### src/rtl/cpu_status_pkg.sv
// Constants shared by the status flags and core control register bank
package cpu_status_pkg;
   // Register map: byte addresses on the Avalon-MM slave
   localparam int ADDR_W = 4;
   localparam logic [ADDR_W-1:0] FLAGS_OFF = 4'h0;
   localparam logic [ADDR_W-1:0] CTRL_OFF = 4'h4;
   localparam int DATA_W = 32;
   localparam int REG_W = 16;

   // Status flags register field positions
   localparam int POS_A_OVF = 15;
   localparam int POS_B_OVF = 14;
   localparam int POS_A_CLIP = 13;
   localparam int POS_B_CLIP = 12;
   localparam int POS_EITHER_OVF = 11;
   localparam int POS_EITHER_CLIP = 10;
   localparam int POS_LOOP_RUN = 9;
   localparam int POS_HALF_CARRY = 8;
   localparam int POS_PRIO_LO = 5;
   localparam int POS_REPEAT = 4;
   localparam int POS_NEG = 3;
   localparam int POS_SOVF = 2;
   localparam int POS_ZERO = 1;
   localparam int POS_CARRY = 0;

   // Core control register field positions
   localparam int POS_MUL_UNS = 12;
   localparam int POS_EARLY_EXIT = 11;
   localparam int POS_DEPTH_LO = 8;
   localparam int POS_A_CLIP_EN = 7;
   localparam int POS_B_CLIP_EN = 6;
   localparam int POS_STORE_CLIP = 5;
   localparam int POS_CLIP_WIDTH = 4;
   localparam int POS_PRIO_MSB = 3;
   localparam int POS_PROG_WIN = 2;
   localparam int POS_ROUNDING = 1;
   localparam int POS_INT_MODE = 0;

   // Reset values and field constants
   localparam logic [REG_W-1:0] FLAGS_RESET = 16'h0000;
   localparam logic [REG_W-1:0] CTRL_RESET = 16'h0020;
   localparam logic [2:0] PRIO_ALL_MASKED = 3'h7;
   localparam logic [2:0] PRIO_RESET = 3'h0;
   localparam logic [2:0] DEPTH_RESET = 3'h0;
endpackage
### src/rtl/cpu_status_core_control.sv
// Status flags and core control register bank with an Avalon-MM slave
//
// Contract
// - Accumulator overflow flags follow accumulator state
// - Saturation events set sticky flags per accumulator
// - Software may clear sticky flags, never set
// - Bit 11 is OR of overflow flags
// - Bit 10 ORs sticky flags; clearing clears both
// - DO and REPEAT activity bits track loops
// - Half carry from bit 3 or 7
// - Priority level joins msb; 111 masks
// - Priority bits locked while nesting disabled
// - Negative flag follows result sign
// - Signed overflow flag on sign flip
// - Zero flag set by zero, cleared otherwise
// - Carry flag from msb, inverted borrow; the code takes alu_msb_cout uninverted on subtract too
// - Control bit 12 selects unsigned multiply
// - Write one ends DO loop; reads zero
// - Bits 10-8 report DO nesting depth
// - Saturation enables for A and B, reset off
// - Store saturation enable resets to one
// - Bit 4 picks 9.31 or 1.31 saturation
// - Priority msb is clear-only by software
// - Bit 2 opens program space window
// - Rounding select and integer mode bits
//
// The implementer's own choices: the Avalon-MM slave port and the register addresses.
`timescale 1ns/100ps
module cpu_status_core_control (
   input wire logic sys_clk,
   input wire logic rst_b,
   input wire logic [cpu_status_pkg::ADDR_W-1:0] avs_address,
   input wire logic avs_read,
   input wire logic avs_write,
   input wire logic [cpu_status_pkg::DATA_W-1:0] avs_writedata,
   input wire logic [3:0] avs_byteenable,
   output logic [cpu_status_pkg::DATA_W-1:0] avs_readdata,
   output logic avs_waitrequest,
   input wire logic [1:0] acc_ovf_in,
   input wire logic [1:0] acc_clip_evt,
   input wire logic do_active,
   input wire logic rep_active,
   input wire logic [2:0] do_depth,
   input wire logic alu_upd,
   input wire logic alu_byte,
   input wire logic alu_sub,
   input wire logic alu_nib_cout,
   input wire logic alu_byte_cout,
   input wire logic alu_msb_cout,
   input wire logic alu_neg,
   input wire logic alu_sovf,
   input wire logic alu_zero,
   input wire logic prio_load,
   input wire logic [3:0] prio_new,
   input wire logic nesting_disable,
   output logic [3:0] cpu_priority,
   output logic user_irq_disable,
   output logic early_loop_exit,
   output logic [1:0] acc_clip_sticky,
   output logic dsp_mul_unsigned,
   output logic acc_a_clip_en,
   output logic acc_b_clip_en,
   output logic store_clip_en,
   output logic clip_width_sel,
   output logic prog_window_en,
   output logic rounding_sel,
   output logic dsp_int_mode
);
   import cpu_status_pkg::*;

   // Byte-lane merge, used for the control register
   function automatic logic [REG_W-1:0] lane_merge(input logic [REG_W-1:0] old_v,
                                                    input logic [REG_W-1:0] new_v,
                                                    input logic [1:0] be);
      lane_merge = {be[1] ? new_v[15:8] : old_v[15:8], be[0] ? new_v[7:0] : old_v[7:0]};
   endfunction

   logic rst_s1_q;
   logic rst_n;
   logic wait_q;
   logic [DATA_W-1:0] rdata_q;
   logic [1:0] acc_ovf_q;
   logic [1:0] sticky_q;
   logic [1:0] sticky_d;
   logic loop_q;
   logic repeat_q;
   logic [2:0] depth_q;
   logic half_carry_q;
   logic half_carry_d;
   logic [3:0] alu_flags_q;
   logic [3:0] alu_flags_d;
   logic [2:0] prio_lo_q;
   logic [2:0] prio_lo_d;
   logic prio_msb_q;
   logic prio_msb_d;
   logic irq_dis_q;
   logic exit_q;
   logic [REG_W-1:0] cfg_q;
   logic [REG_W-1:0] cfg_d;

   // Reset release through two flops; assertion stays asynchronous
   always_ff @(posedge sys_clk or negedge rst_b) begin
      if (!rst_b) begin
         rst_s1_q <= 1'b0;
         rst_n <= 1'b0;
      end else begin
         rst_s1_q <= 1'b1;
         rst_n <= rst_s1_q;
      end
   end

   // Bus decode: an access completes in the cycle where waitrequest is low
   wire req = avs_read | avs_write;
   wire accept = req & wait_q;
   wire done_wr = avs_write & ~wait_q;
   wire hit_flags = (avs_address == FLAGS_OFF);
   wire hit_ctrl = (avs_address == CTRL_OFF);
   wire [REG_W-1:0] wd = avs_writedata[REG_W-1:0];
   // Only lanes 0 and 1 carry register bits; upper lanes are ignored
   wire wr_flags_lo = done_wr & hit_flags & avs_byteenable[0];
   wire wr_flags_hi = done_wr & hit_flags & avs_byteenable[1];
   wire wr_ctrl_lo = done_wr & hit_ctrl & avs_byteenable[0];
   wire wr_ctrl_hi = done_wr & hit_ctrl & avs_byteenable[1];

   // One wait cycle per access keeps readdata registered
   always_ff @(posedge sys_clk or negedge rst_n) begin
      if (!rst_n) begin
         wait_q <= 1'b1;
      end else begin
         wait_q <= ~accept;
      end
   end

   // Combined views and readback words
   wire either_ovf = |acc_ovf_q;
   wire either_clip = |sticky_q;
   wire [REG_W-1:0] flags_rd = {acc_ovf_q[0], acc_ovf_q[1], sticky_q[0], sticky_q[1],
                                either_ovf, either_clip, loop_q, half_carry_q,
                                prio_lo_q, repeat_q, alu_flags_q};
   // Early-exit strobe and unimplemented bits read as zero
   wire [REG_W-1:0] ctrl_rd = {3'h0, cfg_q[POS_MUL_UNS], 1'b0, depth_q,
                               cfg_q[7:4], prio_msb_q, cfg_q[2:0]};
   wire [REG_W-1:0] rd_sel = hit_flags ? flags_rd : (hit_ctrl ? ctrl_rd : 16'h0000);

   // Read data is captured when the request is accepted; unmapped reads give zero
   always_ff @(posedge sys_clk or negedge rst_n) begin
      if (!rst_n) begin
         rdata_q <= 32'h00000000;
      end else if (accept && avs_read) begin
         rdata_q <= {16'h0000, rd_sel};
      end
   end

   // Accumulator overflow and loop activity mirror the core each cycle
   always_ff @(posedge sys_clk or negedge rst_n) begin
      if (!rst_n) begin
         acc_ovf_q <= 2'b00;
         loop_q <= 1'b0;
         repeat_q <= 1'b0;
         depth_q <= DEPTH_RESET;
      end else begin
         acc_ovf_q <= acc_ovf_in;
         loop_q <= do_active;
         repeat_q <= rep_active;
         depth_q <= do_depth;
      end
   end

   // Sticky saturation flags: a saturation in the clearing cycle still sets
   genvar gi;
   generate
      for (gi = 0; gi < 2; gi++) begin : g_sticky
         wire sw_clr = wr_flags_hi & (~wd[POS_A_CLIP - gi] | ~wd[POS_EITHER_CLIP]);
         assign sticky_d[gi] = acc_clip_evt[gi] | (sticky_q[gi] & ~sw_clr);
         always_ff @(posedge sys_clk or negedge rst_n) begin
            if (!rst_n) begin
               sticky_q[gi] <= 1'b0;
            end else begin
               sticky_q[gi] <= sticky_d[gi];
            end
         end
      end
   endgenerate

   // ALU flags: an ALU update wins over a software write in the same cycle
   wire alu_half = alu_byte ? alu_nib_cout : alu_byte_cout;
   wire alu_carry = alu_sub ? alu_msb_cout : alu_msb_cout;
   wire [3:0] alu_new = {alu_neg, alu_sovf, alu_zero, alu_carry};
   assign half_carry_d = alu_upd ? alu_half : (wr_flags_hi ? wd[POS_HALF_CARRY] : half_carry_q);
   assign alu_flags_d = alu_upd ? alu_new : (wr_flags_lo ? wd[3:0] : alu_flags_q);

   // Priority: arbitration loads win; software only while nesting is allowed
   wire sw_prio = wr_flags_lo & ~nesting_disable;
   assign prio_lo_d = prio_load ? prio_new[2:0] : (sw_prio ? wd[7:5] : prio_lo_q);
   // Msb may be cleared by software; only a hardware load sets it
   assign prio_msb_d = prio_load ? prio_new[3] :
                       (prio_msb_q & ~(wr_ctrl_lo & ~wd[POS_PRIO_MSB]));

   always_ff @(posedge sys_clk or negedge rst_n) begin
      if (!rst_n) begin
         half_carry_q <= FLAGS_RESET[POS_HALF_CARRY];
         alu_flags_q <= FLAGS_RESET[3:0];
         prio_lo_q <= PRIO_RESET;
         prio_msb_q <= CTRL_RESET[POS_PRIO_MSB];
         irq_dis_q <= 1'b0;
      end else begin
         half_carry_q <= half_carry_d;
         alu_flags_q <= alu_flags_d;
         prio_lo_q <= prio_lo_d;
         prio_msb_q <= prio_msb_d;
         irq_dis_q <= (prio_lo_d == PRIO_ALL_MASKED) | prio_msb_d;
      end
   end

   // Configuration bits; depth, strobe and msb positions are not stored here
   wire [REG_W-1:0] cfg_wmask = 16'h10f7;
   wire [REG_W-1:0] cfg_merged = lane_merge(cfg_q, wd, {wr_ctrl_hi, wr_ctrl_lo});
   assign cfg_d = (cfg_merged & cfg_wmask) | (cfg_q & ~cfg_wmask);
   always_ff @(posedge sys_clk or negedge rst_n) begin
      if (!rst_n) begin
         cfg_q <= CTRL_RESET;
         exit_q <= 1'b0;
      end else begin
         cfg_q <= cfg_d;
         exit_q <= wr_ctrl_hi & wd[POS_EARLY_EXIT];
      end
   end

   // Outputs straight from flops
   assign avs_waitrequest = wait_q;
   assign avs_readdata = rdata_q;
   assign cpu_priority = {prio_msb_q, prio_lo_q};
   assign user_irq_disable = irq_dis_q;
   assign early_loop_exit = exit_q;
   assign acc_clip_sticky = sticky_q;
   assign dsp_mul_unsigned = cfg_q[POS_MUL_UNS];
   assign acc_a_clip_en = cfg_q[POS_A_CLIP_EN];
   assign acc_b_clip_en = cfg_q[POS_B_CLIP_EN];
   assign store_clip_en = cfg_q[POS_STORE_CLIP];
   assign clip_width_sel = cfg_q[POS_CLIP_WIDTH];
   assign prog_window_en = cfg_q[POS_PROG_WIN];
   assign rounding_sel = cfg_q[POS_ROUNDING];
   assign dsp_int_mode = cfg_q[POS_INT_MODE];

   // Checks on the bank's behaviour
   AST_OVF_TRACK: assert property (@(posedge sys_clk) disable iff (!rst_n)
      1'b1 |=> (acc_ovf_q == $past(acc_ovf_in)))
      else $error("overflow flags do not follow accumulators");
   AST_STICKY_SET: assert property (@(posedge sys_clk) disable iff (!rst_n)
      acc_clip_evt[0] |=> sticky_q[0] && flags_rd[POS_A_CLIP])
      else $error("saturation event lost");
   AST_SW_NO_SET: assert property (@(posedge sys_clk) disable iff (!rst_n)
      (!sticky_q[1] && !acc_clip_evt[1]) |=> !sticky_q[1])
      else $error("sticky flag set without saturation");
   AST_EITHER_OVF: assert property (@(posedge sys_clk) disable iff (!rst_n)
      acc_ovf_in[1] |=> flags_rd[POS_EITHER_OVF])
      else $error("combined overflow missing");
   AST_COMBINED_CLR: assert property (@(posedge sys_clk) disable iff (!rst_n)
      (wr_flags_hi && !wd[POS_EITHER_CLIP] && acc_clip_evt == 2'b00) |=> !either_clip)
      else $error("combined clear left a sticky flag");
   AST_LOOP_BITS: assert property (@(posedge sys_clk) disable iff (!rst_n)
      1'b1 |=> (flags_rd[POS_LOOP_RUN] == $past(do_active)) &&
               (flags_rd[POS_REPEAT] == $past(rep_active)))
      else $error("loop activity bits wrong");
   AST_HALF_CARRY: assert property (@(posedge sys_clk) disable iff (!rst_n)
      (alu_upd && alu_byte) |=> half_carry_q == $past(alu_nib_cout))
      else $error("byte half carry wrong");
   AST_ZERO_FLAG: assert property (@(posedge sys_clk) disable iff (!rst_n)
      alu_upd |=> alu_flags_q[POS_ZERO] == $past(alu_zero))
      else $error("zero flag wrong");
   AST_IRQ_MASK: assert property (@(posedge sys_clk) disable iff (!rst_n)
      user_irq_disable == ((cpu_priority[2:0] == PRIO_ALL_MASKED) || cpu_priority[3]))
      else $error("user interrupt mask wrong");
   AST_PRIO_LOCK: assert property (@(posedge sys_clk) disable iff (!rst_n)
      (nesting_disable && !prio_load) |=> prio_lo_q == $past(prio_lo_q))
      else $error("priority bits changed while locked");
   AST_EXIT_PULSE: assert property (@(posedge sys_clk) disable iff (!rst_n)
      (wr_ctrl_hi && wd[POS_EARLY_EXIT]) |=> early_loop_exit ##1 !early_loop_exit)
      else $error("early exit strobe not one cycle");
   AST_MSB_NO_SET: assert property (@(posedge sys_clk) disable iff (!rst_n)
      (!prio_msb_q && !prio_load) |=> !prio_msb_q)
      else $error("priority msb set by software");
   AST_STORE_CLIP_RST: assert property (@(posedge sys_clk) disable iff (!rst_n)
      $rose(rst_n) |-> store_clip_en && !acc_a_clip_en && !acc_b_clip_en)
      else $error("control reset value wrong");

   // Bus handshake: exactly one wait cycle, unmapped reads give zero
   // A second wait cycle would stall every core access, so it is checked here
   AST_ONE_WAIT: assert property (@(posedge sys_clk) disable iff (!rst_n)
      (req && avs_waitrequest) |=> !avs_waitrequest)
      else $error("access not answered after one wait cycle");
   AST_WAIT_RETURNS: assert property (@(posedge sys_clk) disable iff (!rst_n)
      !avs_waitrequest |=> avs_waitrequest)
      else $error("waitrequest low for more than one cycle");
   AST_UNMAPPED_READ: assert property (@(posedge sys_clk) disable iff (!rst_n)
      (avs_read && avs_waitrequest && !hit_flags && !hit_ctrl) |=> avs_readdata == 32'h00000000)
      else $error("unmapped read not zero");

   // Accumulator views; a swapped bit or a broken OR shows up here
   AST_OVF_MAP: assert property (@(posedge sys_clk) disable iff (!rst_n)
      1'b1 |=> (flags_rd[POS_A_OVF] == $past(acc_ovf_in[0])) &&
               (flags_rd[POS_B_OVF] == $past(acc_ovf_in[1])))
      else $error("overflow bits in wrong place");
   AST_EITHER_OVF_ANY: assert property (@(posedge sys_clk) disable iff (!rst_n)
      1'b1 |=> flags_rd[POS_EITHER_OVF] == ($past(acc_ovf_in) != 2'b00))
      else $error("combined overflow wrong");
   AST_STICKY_B_SET: assert property (@(posedge sys_clk) disable iff (!rst_n)
      acc_clip_evt[1] |=> acc_clip_sticky[1] && flags_rd[POS_B_CLIP])
      else $error("saturation event on B lost");
   AST_STICKY_A_HOLD: assert property (@(posedge sys_clk) disable iff (!rst_n)
      (acc_clip_sticky[0] && !wr_flags_hi) |=> acc_clip_sticky[0])
      else $error("sticky A lost without a clear");
   AST_STICKY_B_HOLD: assert property (@(posedge sys_clk) disable iff (!rst_n)
      (acc_clip_sticky[1] && !wr_flags_hi) |=> acc_clip_sticky[1])
      else $error("sticky B lost without a clear");
   AST_STICKY_A_CLR: assert property (@(posedge sys_clk) disable iff (!rst_n)
      (wr_flags_hi && !wd[POS_A_CLIP] && !acc_clip_evt[0]) |=> !acc_clip_sticky[0])
      else $error("sticky A not cleared");

   // ALU flags come from the update that the core presents
   AST_NEG_FLAG: assert property (@(posedge sys_clk) disable iff (!rst_n)
      alu_upd |=> alu_flags_q[POS_NEG] == $past(alu_neg))
      else $error("negative flag wrong");
   AST_SOVF_FLAG: assert property (@(posedge sys_clk) disable iff (!rst_n)
      alu_upd |=> alu_flags_q[POS_SOVF] == $past(alu_sovf))
      else $error("signed overflow flag wrong");
   AST_CARRY_FLAG: assert property (@(posedge sys_clk) disable iff (!rst_n)
      alu_upd |=> alu_flags_q[POS_CARRY] == $past(alu_msb_cout))
      else $error("carry flag wrong");
   AST_WORD_HALF: assert property (@(posedge sys_clk) disable iff (!rst_n)
      (alu_upd && !alu_byte) |=> half_carry_q == $past(alu_byte_cout))
      else $error("word half carry wrong");

   // Priority and loop state
   AST_PRIO_LOAD: assert property (@(posedge sys_clk) disable iff (!rst_n)
      prio_load |=> cpu_priority == $past(prio_new))
      else $error("priority load lost");
   AST_PRIO_WRITE: assert property (@(posedge sys_clk) disable iff (!rst_n)
      (wr_flags_lo && !nesting_disable && !prio_load) |=> cpu_priority[2:0] == $past(wd[7:5]))
      else $error("priority write lost while unlocked");
   AST_MSB_CLEAR: assert property (@(posedge sys_clk) disable iff (!rst_n)
      (wr_ctrl_lo && !wd[POS_PRIO_MSB] && !prio_load) |=> !cpu_priority[3])
      else $error("priority msb not cleared");
   AST_DEPTH: assert property (@(posedge sys_clk) disable iff (!rst_n)
      1'b1 |=> ctrl_rd[POS_DEPTH_LO +: 3] == $past(do_depth))
      else $error("nesting depth wrong");
   AST_EXIT_IDLE: assert property (@(posedge sys_clk) disable iff (!rst_n)
      !(wr_ctrl_hi && wd[POS_EARLY_EXIT]) |=> !early_loop_exit)
      else $error("early exit without a request");

   // Control bits change only through a completed write
   AST_MUL_UNS: assert property (@(posedge sys_clk) disable iff (!rst_n)
      wr_ctrl_hi |=> dsp_mul_unsigned == $past(wd[POS_MUL_UNS]))
      else $error("multiply sign select wrong");
   AST_CLIP_CFG: assert property (@(posedge sys_clk) disable iff (!rst_n)
      wr_ctrl_lo |=> ({acc_a_clip_en, acc_b_clip_en, store_clip_en, clip_width_sel} ==
                      $past(wd[7:4])))
      else $error("saturation controls wrong");
   AST_DSP_MODE: assert property (@(posedge sys_clk) disable iff (!rst_n)
      wr_ctrl_lo |=> {prog_window_en, rounding_sel, dsp_int_mode} == $past(wd[2:0]))
      else $error("mode controls wrong");
   AST_CFG_HOLD: assert property (@(posedge sys_clk) disable iff (!rst_n)
      (!wr_ctrl_lo && !wr_ctrl_hi) |=> $stable(cfg_q))
      else $error("control bits changed without a write");

   // Main scenarios
   COV_READ: cover property (@(posedge sys_clk) disable iff (!rst_n)
      avs_read && !avs_waitrequest && hit_flags);
   COV_STICKY_RACE: cover property (@(posedge sys_clk) disable iff (!rst_n)
      wr_flags_hi && !wd[POS_EITHER_CLIP] && acc_clip_evt[0]);
   COV_EXIT: cover property (@(posedge sys_clk) disable iff (!rst_n) early_loop_exit);
   COV_MASKED: cover property (@(posedge sys_clk) disable iff (!rst_n) $rose(user_irq_disable));
   COV_LOCKED_WRITE: cover property (@(posedge sys_clk) disable iff (!rst_n)
      wr_flags_lo && nesting_disable);
endmodule

### config.mk
export PLATFORM = sky130hd
export DESIGN_NAME = cpu_status_core_control
export DESIGN_NICKNAME = d
export VERILOG_FILES = /design/src/rtl/cpu_status_pkg.sv /design/src/rtl/cpu_status_core_control.sv
export SDC_FILE = /design/constraint.sdc
export NUM_CORES = 1
export LEC_CHECK = 0
export BUFFER_PORTS_ARGS = -buffer_cell sky130_fd_sc_hd__buf_2
export CORE_UTILIZATION = 39
export DETAILED_ROUTE_END_ITERATION = 8
export GPL_TIMING_DRIVEN = 0
export PLACE_DENSITY_LB_ADDON = 0.2
export REMOVE_ABC_BUFFERS = 1
export SYNTH_ARGS = -nofsm -noshare
export SYNTH_HDL_FRONTEND = slang
export SYNTH_SLANG_ARGS = --single-unit
### constraint.sdc
create_clock -name sys_clk -period 1.3 [get_ports sys_clk]
set_input_delay 0.13 -clock sys_clk [delete_from_list [all_inputs] [get_ports sys_clk]]
set_output_delay 0.13 -clock sys_clk [all_outputs]
set_load 0.005 [all_outputs]
## After elaboration in Yosys (flattened, before gate mapping)

Index checks and enable logic that the tools add are counted.

| cells by class | value |
|---|---|
| eq/ne operators | 2 |
| mux-type cells | 12 |
| bitwise gates (word level) | 33 |
| reduce and logical (&&, ||, !) cells | 6 |

Operators with widths:

| operator | number |
|---|---|
| $and 1x1->1 | 16 |
| $mux 16 | 1 |
| $or 13x16->16 | 1 |
| $mux 13 | 1 |
| $not 1->1 | 10 |
| $mux 4 | 2 |
| $mux 8 | 1 |
| $mux 3 | 2 |
| $or 1x1->1 | 6 |
| $mux 5 | 1 |
| $eq 4x3->1 const B | 1 |
| $logic_not 4->1 | 1 |
| $mux 1 | 4 |
| $reduce_bool 2->1 | 2 |
| $reduce_or 2->1 | 2 |
| $eq 3x3->1 const B | 1 |
| $logic_and 1x1->1 | 1 |

| storage, ports and cells | value |
|---|---|
| bits in registers | 55 |
| output and inout port bits | 49 |
| logic and storage cells | 70 |

## Depth between registers and ports, before layout

Gate-level depths: netlist of run 1.

| logic depth | value |
|---|---|
| word-level depth | 9 |
| depth in mapped cells | 5 |

## Worst setup path before layout of run 1

OpenSTA, ideal clock, no wires.

| timing path | value |
|---|---|
| path kind | register to register |
| start point | reg wait_q (netlist: avs_waitrequest) |
| end point | reg with a tool-made name |
| library setup time | 0.125 ns |
| data arrival time | 1.417 ns |
| data required time | 1.175 ns |
| slack | -0.242 ns |
| cell stages (with the launch flop) | 4 |
| period minus slack after synthesis | 1.542 ns |
| cells stage by stage | dfstp_2 > nand3b_1 > nor2_1 > mux2_2 |

RTL lines:

| element | line | text |
|---|---|---|
| start, declared | cpu_status_core_control.sv:80 | `logic wait_q;` |
| start signal, assigned | cpu_status_core_control.sv:130 | `wait_q <= ~accept;` |

## Worst setup path after layout of run 1

| timing path | value |
|---|---|
| start point | reg wait_q (netlist: avs_waitrequest) |
| end point | reg irq_dis_q (netlist: user_irq_disable) |

| on the way | value |
|---|---|
| word-level cells in the longest chain between the ends | 9 |

RTL lines:

| element | line | text |
|---|---|---|
| $not 1->1 * | cpu_status_core_control.sv:115 | `wire done_wr = avs_write & ~wait_q;` |
| $and 1x1->1 * | cpu_status_core_control.sv:115 |  |
| $and 1x1->1 (on tied branches) (2 in series) | cpu_status_core_control.sv:120, cpu_status_core_control.sv:122 |  |
| $and 1x1->1 (on tied branches) | cpu_status_core_control.sv:193, cpu_status_core_control.sv:197 |  |
| $mux 3 / $not 1->1 (equally long branches) | cpu_status_core_control.sv:194, cpu_status_core_control.sv:197 |  |
| $mux 3 / $and 1x1->1 (equally long branches) | cpu_status_core_control.sv:194, cpu_status_core_control.sv:197 |  |
| $eq 3x3->1 / $mux 1 (equally long branches) | cpu_status_core_control.sv:211, cpu_status_core_control.sv:196 |  |
| $or 1x1->1 * | cpu_status_core_control.sv:211 | `irq_dis_q <= (prio_lo_d == PRIO_ALL_MASKED) \| prio_msb_d;` |
| end signal, assigned | cpu_status_core_control.sv:211 |  |
| end, declared | cpu_status_core_control.sv:96 | `logic irq_dis_q;` |

Mark *: on every way between the ends. The rest lies on a longest branch, timed or not.
A chain may end at the register's enable or synchronous reset.

==> results.json, run 1 <==
{
  "dieArea_um2": 5600,
  "drc_errors": 0,
  "num-nets-final": 352,
  "synthToLayoutAreaGrowth_pct": 39.6,
  "clkTransAtPathRegs_ns": 0.09,
  "gp_routability_congestion": 0.710,
  "grt.total_usage_pct": 17.6,
  "antenna_found_initial": 0,
  "ys_seq_area_share_pct": 57.0,
  "antenna_left": 0,
  "drive_gt1_share_pct": 42.8,
  "worst_setup_path_start_kind": "flop",
  "wl_met3_um": 268,
  "wl_per_cell_um": 13.6,
  "die_w_um": 74.8,
  "grt_max_degree": 33,
  "stdcell_area_um2": 2890,
  "crit_path_cell_trace": "nand3b_1, buf_4, nor3_4, mux2_4, o221ai_2",
  "p_leak_uw": 0.00140,
  "violations": "setup timing",
  "synth_area_leaders": "dfrtp_1 54%, buf_4 6.2%, nand2_1 6.2%",
  "clockBufferDepth": 2,
  "dr_wl_met2_mm": 2.28,
  "routed_wl_mm": 4.82,
  "cp_data_arrival_time_ns": 1.66,
  "hpwl_mm": 3.19,
  "ys.warnings.count": 0,
  "tightest_slew_ns": 0.605,
  "insertion_delay_ns": 0.30,
  "cp-end-kind": "flop",
  "critPathKind": "flop to flop",
  "drtPass1Iterations": 4,
  "fin_tns_setup_ns": -1.73,
  "antenna_cells": 0,
  "maxCapViolations": 0,
  "top_layer_used": "met4",
  "min_period_ns": 1.45,
  "cts_made_buffers": 5,
  "grt_first_pass_wirelength_mm": 7.27,
  "fmax_mhz": 691,
  "ys_seq_elements": 47,
  "outcome": "finished with violations",
  "hold_viol_final": 0,
  "grt_pass1_vias": 1538,
  "cts-root-buf": "clkbuf_8",
  "utilization_pct": 56.5,
  "io_buffers": 78,
  "grt-ovfl-total": 0,
  "slowest_delay_ns": 0.38,
  "vias": 1673,
  "max_slew_margin_pct": 59.4,
  "pre_cts_ws_ns": -0.616,
  "postSynthAreaPerCell_um2": 11.0,
  "vias_per_cell": 4.71,
  "period_share_pct": 111,
  "hp-class": "primary input to flop",
  "synth_top_area_cell": "dfrtp_1",
  "synth_cells": 188,
  "fin_total_pwr_uw": 3250,
  "yosysTopAreaCellShare_pct": 54.4,
  "cp_slowest_cell": "dfstp_2",
  "cts_sinks": 47,
  "drt_iter0_drc": 62,
  "met1Wirelength_mm": 2.20,
  "io_pins": 117,
  "rows": 26,
  "drv_slew": 0,
  "start_util_pct": 40.5,
  "cp.required_ns": 1.52,
  "die_h_um": 74.8,
  "crit_fanout": 3,
  "setup_viol": 19,
  "place_area_um2": 2490,
  "core_um2": 5110,
  "setup_slack_ns": -0.148,
  "clock_skew_ns": 0.00524,
  "vdd_ir_drop_max_uv": 543,
  "powerDensity_nw_per_um2": 1130,
  "cts_tree": "built",
  "rsz0062_at_grt": "yes",
  "syn_area_um2": 2070,
  "htreeDepth": 2,
  "synth_cell_type_count": 27
}
-- Yosys cell counts --
| cell type | instances |
|---|---|
| nor2_1 | 5 |
| nand3b_1 | 4 |
| a22oi_1 | 11 |
| inv_1 | 1 |
| buf_2 | 1 |
| nor4_1 | 1 |
| nand2b_1 | 1 |
| o221ai_2 | 1 |
| a21o_1 | 2 |
| buf_1 | 1 |
| nor3_1 | 2 |
| a21oi_1 | 1 |
| o21ai_0 | 25 |
| dfstp_2 | 2 |
| dfrtp_1 | 45 |
| nor2_4 | 1 |
| buf_4 | 17 |
| conb_1 | 2 |
| mux2i_1 | 12 |
| nand2_1 | 34 |
| or4_4 | 1 |
| mux2_4 | 1 |
| nand3_1 | 1 |
| and2_1 | 2 |
| clkbuf_1 | 5 |
| nor3_4 | 1 |
| mux2_2 | 8 |
-- kinds of logic (layout without fill, tap and decap cells) --
group | after synthesis | count (layout) | synth area share, %
compound gates | 40 | 40 | 11.7
buf+inv | 25 | 106 | 7.68
flops | 47 | 47 | 57.0
mux | 21 | 21 | 10.9
other cells | 2 | 17 | 0.363
simple gates | 53 | 54 | 12.3
-- power breakdown --
part	internal [uW]	switching [uW]
logic	262	225
registers	1570	80.6
clock network	623	486
-- path summary, 6_finish.rpt --
| path | end | slack (ns) | cells after the start | start |
|---|---|---|---|---|
| setup / recovery | user_irq_disable$_DFF_PN0_ | -0.15 | 5 | avs_waitrequest$_DFF_PN1_ |
| hold / removal | acc_clip_sticky[0]$_DFF_PN0_ | 0.01 | 2 | acc_clip_evt[0] |
| setup reg to reg | user_irq_disable$_DFF_PN0_ | -0.15 | 5 | avs_waitrequest$_DFF_PN1_ |
| hold reg to reg | asynchronous set/reset pin | 0.26 | 0 | rst_n$_DFF_PN0_ |
| max in group asynchronous | avs_readdata[15]$_DFFE_PN0P_ | 0.55 | 1 | rst_n$_DFF_PN0_ |
| min in group asynchronous | rst_s1_q$_DFF_PN0_ | 0.13 | 2 | rst_b |
-- critical path, delay by kind of cell, from the launching register on --
kind	cells	cell delay, ns
buffers and inverters	1	0.16
AND/OR/NAND/NOR	2	0.38
multiplexers	1	0.34
flip-flops	1	0.38
AO/OA/AOI/OAI	1	0.12
-- cell usage in the layout (no fill, tap or decap), types with 2 or more instances in the layout --
cell type / instances
a21o_1: 2
a22oi_1: 11
buf_12: 2
buf_2: 78
buf_4: 4
buf_6: 4
clkbuf_8: 6
conb_1: 17
dfrtp_1: 44
dfstp_2: 2
dlygate4sd3_1: 8
mux2_4: 9
mux2i_1: 12
nand2_1: 33
nand3b_1: 4
nor2_1: 2
nor2_2: 2
nor2_4: 2
nor3_4: 2
o21ai_0: 21
o21ai_1: 4
-- layout make-up --
type	instances	area, um2
Clock inverter	2	35.0
Tap cell	70	87.6
Fill cell	475	2220
Timing Repair Buffer	97	613
Clock buffer	6	82.6
Sequential cell	47	1180
Inverter	1	3.75
Multi-Input combinational cell	132	885
-- metal layers --
layer  vias to the layer above  track usage [%]
met5                         -                0
met4                         0             5.66
met3                         6             4.69
met2                        63             28.3
met1                       801             23.3
li1                        803                -
-- repair_timing --
| action | in CTS | in global routing |
|---|---|---|
| pin swaps | 3 | 11 |
| setup endpoints to repair | 32 | 21 |
| setup buffers | 6 | 3 |
| endpoints found under the hold margin | 9 | 0 |
| resized for setup | 18 | 9 |
| hold buffers | 8 | 0 |
| cloned | 0 | 1 |
-- stage by stage --
stage                     hold WS, ns  cells
after global placement        -0.0845    327
after CTS                    0.000810    351
after global routing          0.00745    355
final                          0.0103    355
after floorplan                -0.166    179
after detailed placement      -0.0826    329
Power figures use the tool's default switching activity.
==> run 2, diff against run 1 <==
--- a/config.mk
+++ b/config.mk
@@ -11,6 +11,8 @@
 export GPL_TIMING_DRIVEN = 0
 export PLACE_DENSITY_LB_ADDON = 0.2
 export REMOVE_ABC_BUFFERS = 1
+export SKIP_LAST_GASP = 1
+export SLEW_MARGIN = 20
 export SYNTH_ARGS = -nofsm -noshare
 export SYNTH_HDL_FRONTEND = slang
 export SYNTH_SLANG_ARGS = --single-unit
==> results.json, run 2 (synthesis gave the netlist of run 1 again) <==
{
  "start_util_pct": 40.5,
  "insertion_delay_ns": 0.30,
  "place_area_um2": 2490,
  "io_buffers": 78,
  "pre_cts_ws_ns": -0.615,
  "p_leak_uw": 0.00138,
  "crit_family": "flip-flops",
  "num-nets-final": 352,
  "drtPass1Iterations": 4,
  "cts_tree": "built",
  "cp.required_ns": 1.48,
  "grt_first_pass_wirelength_mm": 7.20,
  "stdcell_area_um2": 2820,
  "antenna_found_initial": 0,
  "crit_path_cell_trace": "nand3b_1, buf_4, nor2_4, buf_12, mux2_2",
  "powerDensity_nw_per_um2": 1140,
  "final_common_cell": "buf_2",
  "fmax_mhz": 670,
  "cts_sinks": 47,
  "layout_common_cells": "80 x buf_2, 44 x dfrtp_1, 33 x nand2_1",
  "drc_errors": 0,
  "drt_iter0_drc": 75,
  "grt_pass1_vias": 1498,
  "period_share_pct": 115,
  "fin_tns_setup_ns": -2.36,
  "cts_made_buffers": 5,
  "fin_total_pwr_uw": 3200,
  "critPathKind": "flop to flop",
  "rows": 26,
  "maxCapViolations": 0,
  "grt.total_usage_pct": 17.7,
  "slowest_delay_ns": 0.38,
  "routed_wl_mm": 4.47,
  "min_period_ns": 1.49,
  "dieArea_um2": 5600,
  "worst_setup_path_start_kind": "flop",
  "io_pins": 117,
  "drive_gt1_share_pct": 41.4,
  "die_h_um": 74.8,
  "htreeDepth": 2,
  "antenna_left": 0,
  "outcome": "finished with violations",
  "cp-end-kind": "flop",
  "core_um2": 5110,
  "vias": 1624,
  "cp_slowest_cell": "dfstp_2",
  "hpwl_mm": 3.21,
  "hold_viol_final": 0,
  "grt-ovfl-total": 0,
  "grt_max_degree": 33,
  "antenna_cells": 0,
  "rsz0062_at_grt": "yes",
  "wl_per_cell_um": 12.6,
  "n_fill_cell": 480,
  "clockBufferDepth": 2,
  "synthToLayoutAreaGrowth_pct": 36.1,
  "max_slew_margin_pct": 61.4,
  "violations": "setup timing",
  "setup_slack_ns": -0.192,
  "hp-class": "primary input to flop",
  "vdd_ir_drop_max_uv": 510,
  "drv_slew": 0,
  "vias_per_cell": 4.57,
  "crit_fanout": 6,
  "utilization_pct": 55.1,
  "clkTransAtPathRegs_ns": 0.09,
  "die_w_um": 74.8,
  "cts-root-buf": "clkbuf_8",
  "gp_routability_congestion": 0.710,
  "setup_viol": 34,
  "tightest_slew_ns": 0.580,
  "clock_skew_ns": 0.00775,
  "cp_data_arrival_time_ns": 1.68,
  "critical_path_buf_inv_count": 2
}
==> run 2: cell count changes in the layout (fill, tap and decap cells not counted), moves of 2 or more <==
| cell | change |
|---|---|
| buf_6 | -2 |
| buf_2 | +2 |
| mux2_2 | +8 |
| mux2_4 | -8 |
| nor2_2 | -2 |
==> run 2: per-layer routing <==
metal	GRT usage [%]	vias to the layer above	share of wire (%)
li1	-	807	-
met4	7.76	0	1.9
met2	26.6	53	46
met5	0	-	0
met3	5.49	8	5.8
met1	23.7	756	46
==> run 2: layout make-up <==
type	count	area [um2]	share of cell area (%)
Tap cell	70	87.6	3.11
Clock inverter	2	35.0	1.24
Inverter	1	3.75	0.133
Sequential cell	47	1180	41.9
Clock buffer	6	82.6	2.93
Timing Repair Buffer	98	611	21.7
Multi-Input combinational cell	131	816	29.0
==> run 2: timing repair <==
action | CTS | global route
pin swaps | 2 | 6
endpoints found under the setup margin | 32 | 20
hold buffers | 9 | 0
gates resized for setup | 8 | 5
hold endpoints to repair | 10 | 0
setup buffers | 6 | 2
==> run 2: path summary, 6_finish.rpt <==
| path | endpoint | slack, ns | start | depth (start not counted) |
|---|---|---|---|---|
| worst max-delay path | flop | -0.19 | avs_waitrequest$_DFF_PN1_ | 5 |
| worst max register to register | flop | -0.19 | avs_waitrequest$_DFF_PN1_ | 5 |
| worst min register to register | acc_clip_sticky[0]$_DFF_PN0_ | 0.25 | rst_n$_DFF_PN0_ | 0 |
| min in group asynchronous | rst_n$_DFF_PN0_ | 0.15 | rst_b | 2 |
| worst min-delay path | acc_clip_sticky[0]$_DFF_PN0_ | 0.004 | acc_clip_evt[0] | 2 |
| max in group asynchronous | half_carry_q$_DFFE_PN0P_ | 0.57 | rst_n$_DFF_PN0_ | 1 |
==> run 2: worst register-to-register path: cells and delay by family, from the launching register on <==
family / cells / cell delay [ns]
buf+inv: 2 / 0.33
flops: 1 / 0.38
mux: 1 / 0.33
simple gates: 2 / 0.35
==> run 2: power breakdown <==
part | switching (uW) | internal (uW) | total, uW | leakage (uW)
Clock | 487 | 622 | 1110 | 0.0000612
Sequential | 75.9 | 1570 | 1650 | 0.000591
Combinational | 204 | 236 | 440 | 0.000724
==> run 2: through the flow <==
stage | hold slack [ns] | cells
final | 0.00354 | 355
after global routing | 0.0000889 | 355
after CTS | 0.000385 | 353
after detailed placement | -0.0840 | 330
after global placement | -0.0845 | 327
after floorplan | -0.166 | 179
==> run 3, diff against run 2 <==
--- a/config.mk
+++ b/config.mk
@@ -9,8 +9,10 @@
 export CORE_UTILIZATION = 39
 export DETAILED_ROUTE_END_ITERATION = 8
 export GPL_TIMING_DRIVEN = 0
+export HOLD_SLACK_MARGIN = 0.05
 export PLACE_DENSITY_LB_ADDON = 0.2
 export REMOVE_ABC_BUFFERS = 1
+export SKIP_CTS_REPAIR_TIMING = 1
 export SKIP_LAST_GASP = 1
 export SLEW_MARGIN = 20
 export SYNTH_ARGS = -nofsm -noshare
==> results.json, run 3 (synthesis gave the netlist of run 1 again) <==
{
  "outcome": "finished with violations",
  "violations": "setup timing",
  "powerDensity_nw_per_um2": 1120,
  "slowest_delay_ns": 0.39,
  "vdd_ir_drop_max_uv": 525,
  "max_slew_margin_pct": 63.1,
  "die_w_um": 74.8,
  "cp-end-kind": "flop",
  "cts-root-buf": "clkbuf_8",
  "place_area_um2": 2490,
  "die_h_um": 74.8,
  "worst_setup_path_start_kind": "flop",
  "cts_made_buffers": 5,
  "p_leak_uw": 0.00138,
  "crit_path_cell_trace": "nand3b_1, nor3_4, mux2_4, o221ai_2",
  "routed_wl_mm": 4.58,
  "fmax_mhz": 657,
  "cp.required_ns": 1.52,
  "crit_family": "simple AND/OR/NAND/NOR gates",
  "hp-class": "primary input to flop",
  "maxCapViolations": 0,
  "core_um2": 5110,
  "synthToLayoutAreaGrowth_pct": 36.7,
  "final_common_cell": "buf_2",
  "grt-ovfl-total": 0,
  "num-nets-final": 354,
  "antenna_cells": 0,
  "r2r_setup_slack_ns": -0.22,
  "whs_ns": 0.0498,
  "vias": 1633,
  "tightest_slew_ns": 0.554,
  "insertion_delay_ns": 0.30,
  "drive_gt1_share_pct": 39.4,
  "clock_skew_ns": 0.00765,
  "start_util_pct": 40.5,
  "io_pins": 117,
  "vias_per_cell": 4.57,
  "grt_max_degree": 33,
  "cp_slowest_cell": "dfstp_2",
  "hold_viol_final": 0,
  "antenna_found_initial": 0,
  "drc_errors": 0,
  "drtPass1Iterations": 4,
  "io_buffers": 78,
  "drt_iter0_drc": 66,
  "hpwl_mm": 3.21,
  "wl_per_cell_um": 12.8,
  "place_inst": 330,
  "cts_sinks": 47,
  "stdcell_area_um2": 2830,
  "rows": 26,
  "dieArea_um2": 5600,
  "final_cell_count_no_fill": 357,
  "antenna_left": 0,
  "layout_common_cells": "80 x buf_2, 44 x dfrtp_1, 33 x nand2_1",
  "regArea_um2": 1180,
  "rsz0062_at_grt": "yes",
  "critPathKind": "flop to flop",
  "setup_viol": 15,
  "critical_path_buf_inv_count": 0,
  "grt.total_usage_pct": 17.1,
  "pre_cts_ws_ns": -0.615,
  "grt_pass1_vias": 1433,
  "crit_fanout": 5,
  "multiInputGateArea_um2": 818,
  "gp_routability_congestion": 0.710,
  "htreeDepth": 2,
  "period_share_pct": 117,
  "cts_tree": "built",
  "clkTransAtPathRegs_ns": 0.09,
  "fin_total_pwr_uw": 3180,
  "drv_slew": 0,
  "cp_data_arrival_time_ns": 1.74,
  "grt_first_pass_wirelength_mm": 6.91,
  "clockBufferDepth": 2,
  "setup_slack_ns": -0.223,
  "n_fill_cell": 487,
  "min_period_ns": 1.52
}
## run 3: changes by cell type in the layout (fill, tap and decap cells not counted), sizes merged
cell         before  now
buf              89   85
dlygate4sd3       9   15
## run 3: routing by layer
layer | vias to the layer above | global-route usage, % | share of wire, %
met1 | 764 | 22.5 | 45
li1 | 809 | - | -
met4 | 0 | 7.13 | 1.5
met3 | 7 | 5.49 | 5.6
met5 | - | 0 | 0
met2 | 53 | 26.1 | 47
## run 3: per-stage QoR
stage	util, %	setup TNS (ns)
floorplan	-	-13.38
global placement	47.9	-58.91
detailed placement	48.8	-11.48
CTS	51.1	-9.79
global route	55.4	-4.79
finish	55.4	-2.59
## run 3: area by class of cell
class	instances	area share, %
tap	70	3.10
clock inverter	2	1.24
multi-input combinational	131	28.9
sequential	47	41.7
inverter	1	0.133
timing repair buffer	100	21.9
clock buffer	6	2.92
## run 3: worst reg2reg max path, cell delays in order (launching register included)
cell and delay, ns:
dfstp_2 0.39, nand3b_1 0.25, nor3_4 0.35, mux2_4 0.34
o221ai_2 0.12
## run 3: where the power goes
group	leakage (uW)	switching, uW	total, uW	internal (uW)
clock	0.0000612	483	1110	622
combinational	0.000729	197	421	224
sequential	0.000591	79.0	1650	1570
total	0.00138	759	3180	2420
## run 3: path summary, 6_finish.rpt
path / cells past startpoint / from / end
min in group asynchronous: 2 / rst_b / rst_n$_DFF_PN0_
worst min register to register: 0 / rst_n$_DFF_PN0_ / acc_clip_sticky[0]$_DFF_PN0_
worst max register to register: 4 / avs_waitrequest$_DFF_PN1_ / user_irq_disable$_DFF_PN0_
worst max-delay path: 4 / avs_waitrequest$_DFF_PN1_ / user_irq_disable$_DFF_PN0_
worst min-delay path: 3 / alu_zero / alu_flags_q[1]$_DFFE_PN0P_
max in group asynchronous: 1 / rst_n$_DFF_PN0_ / avs_readdata[0]$_DFFE_PN0P_
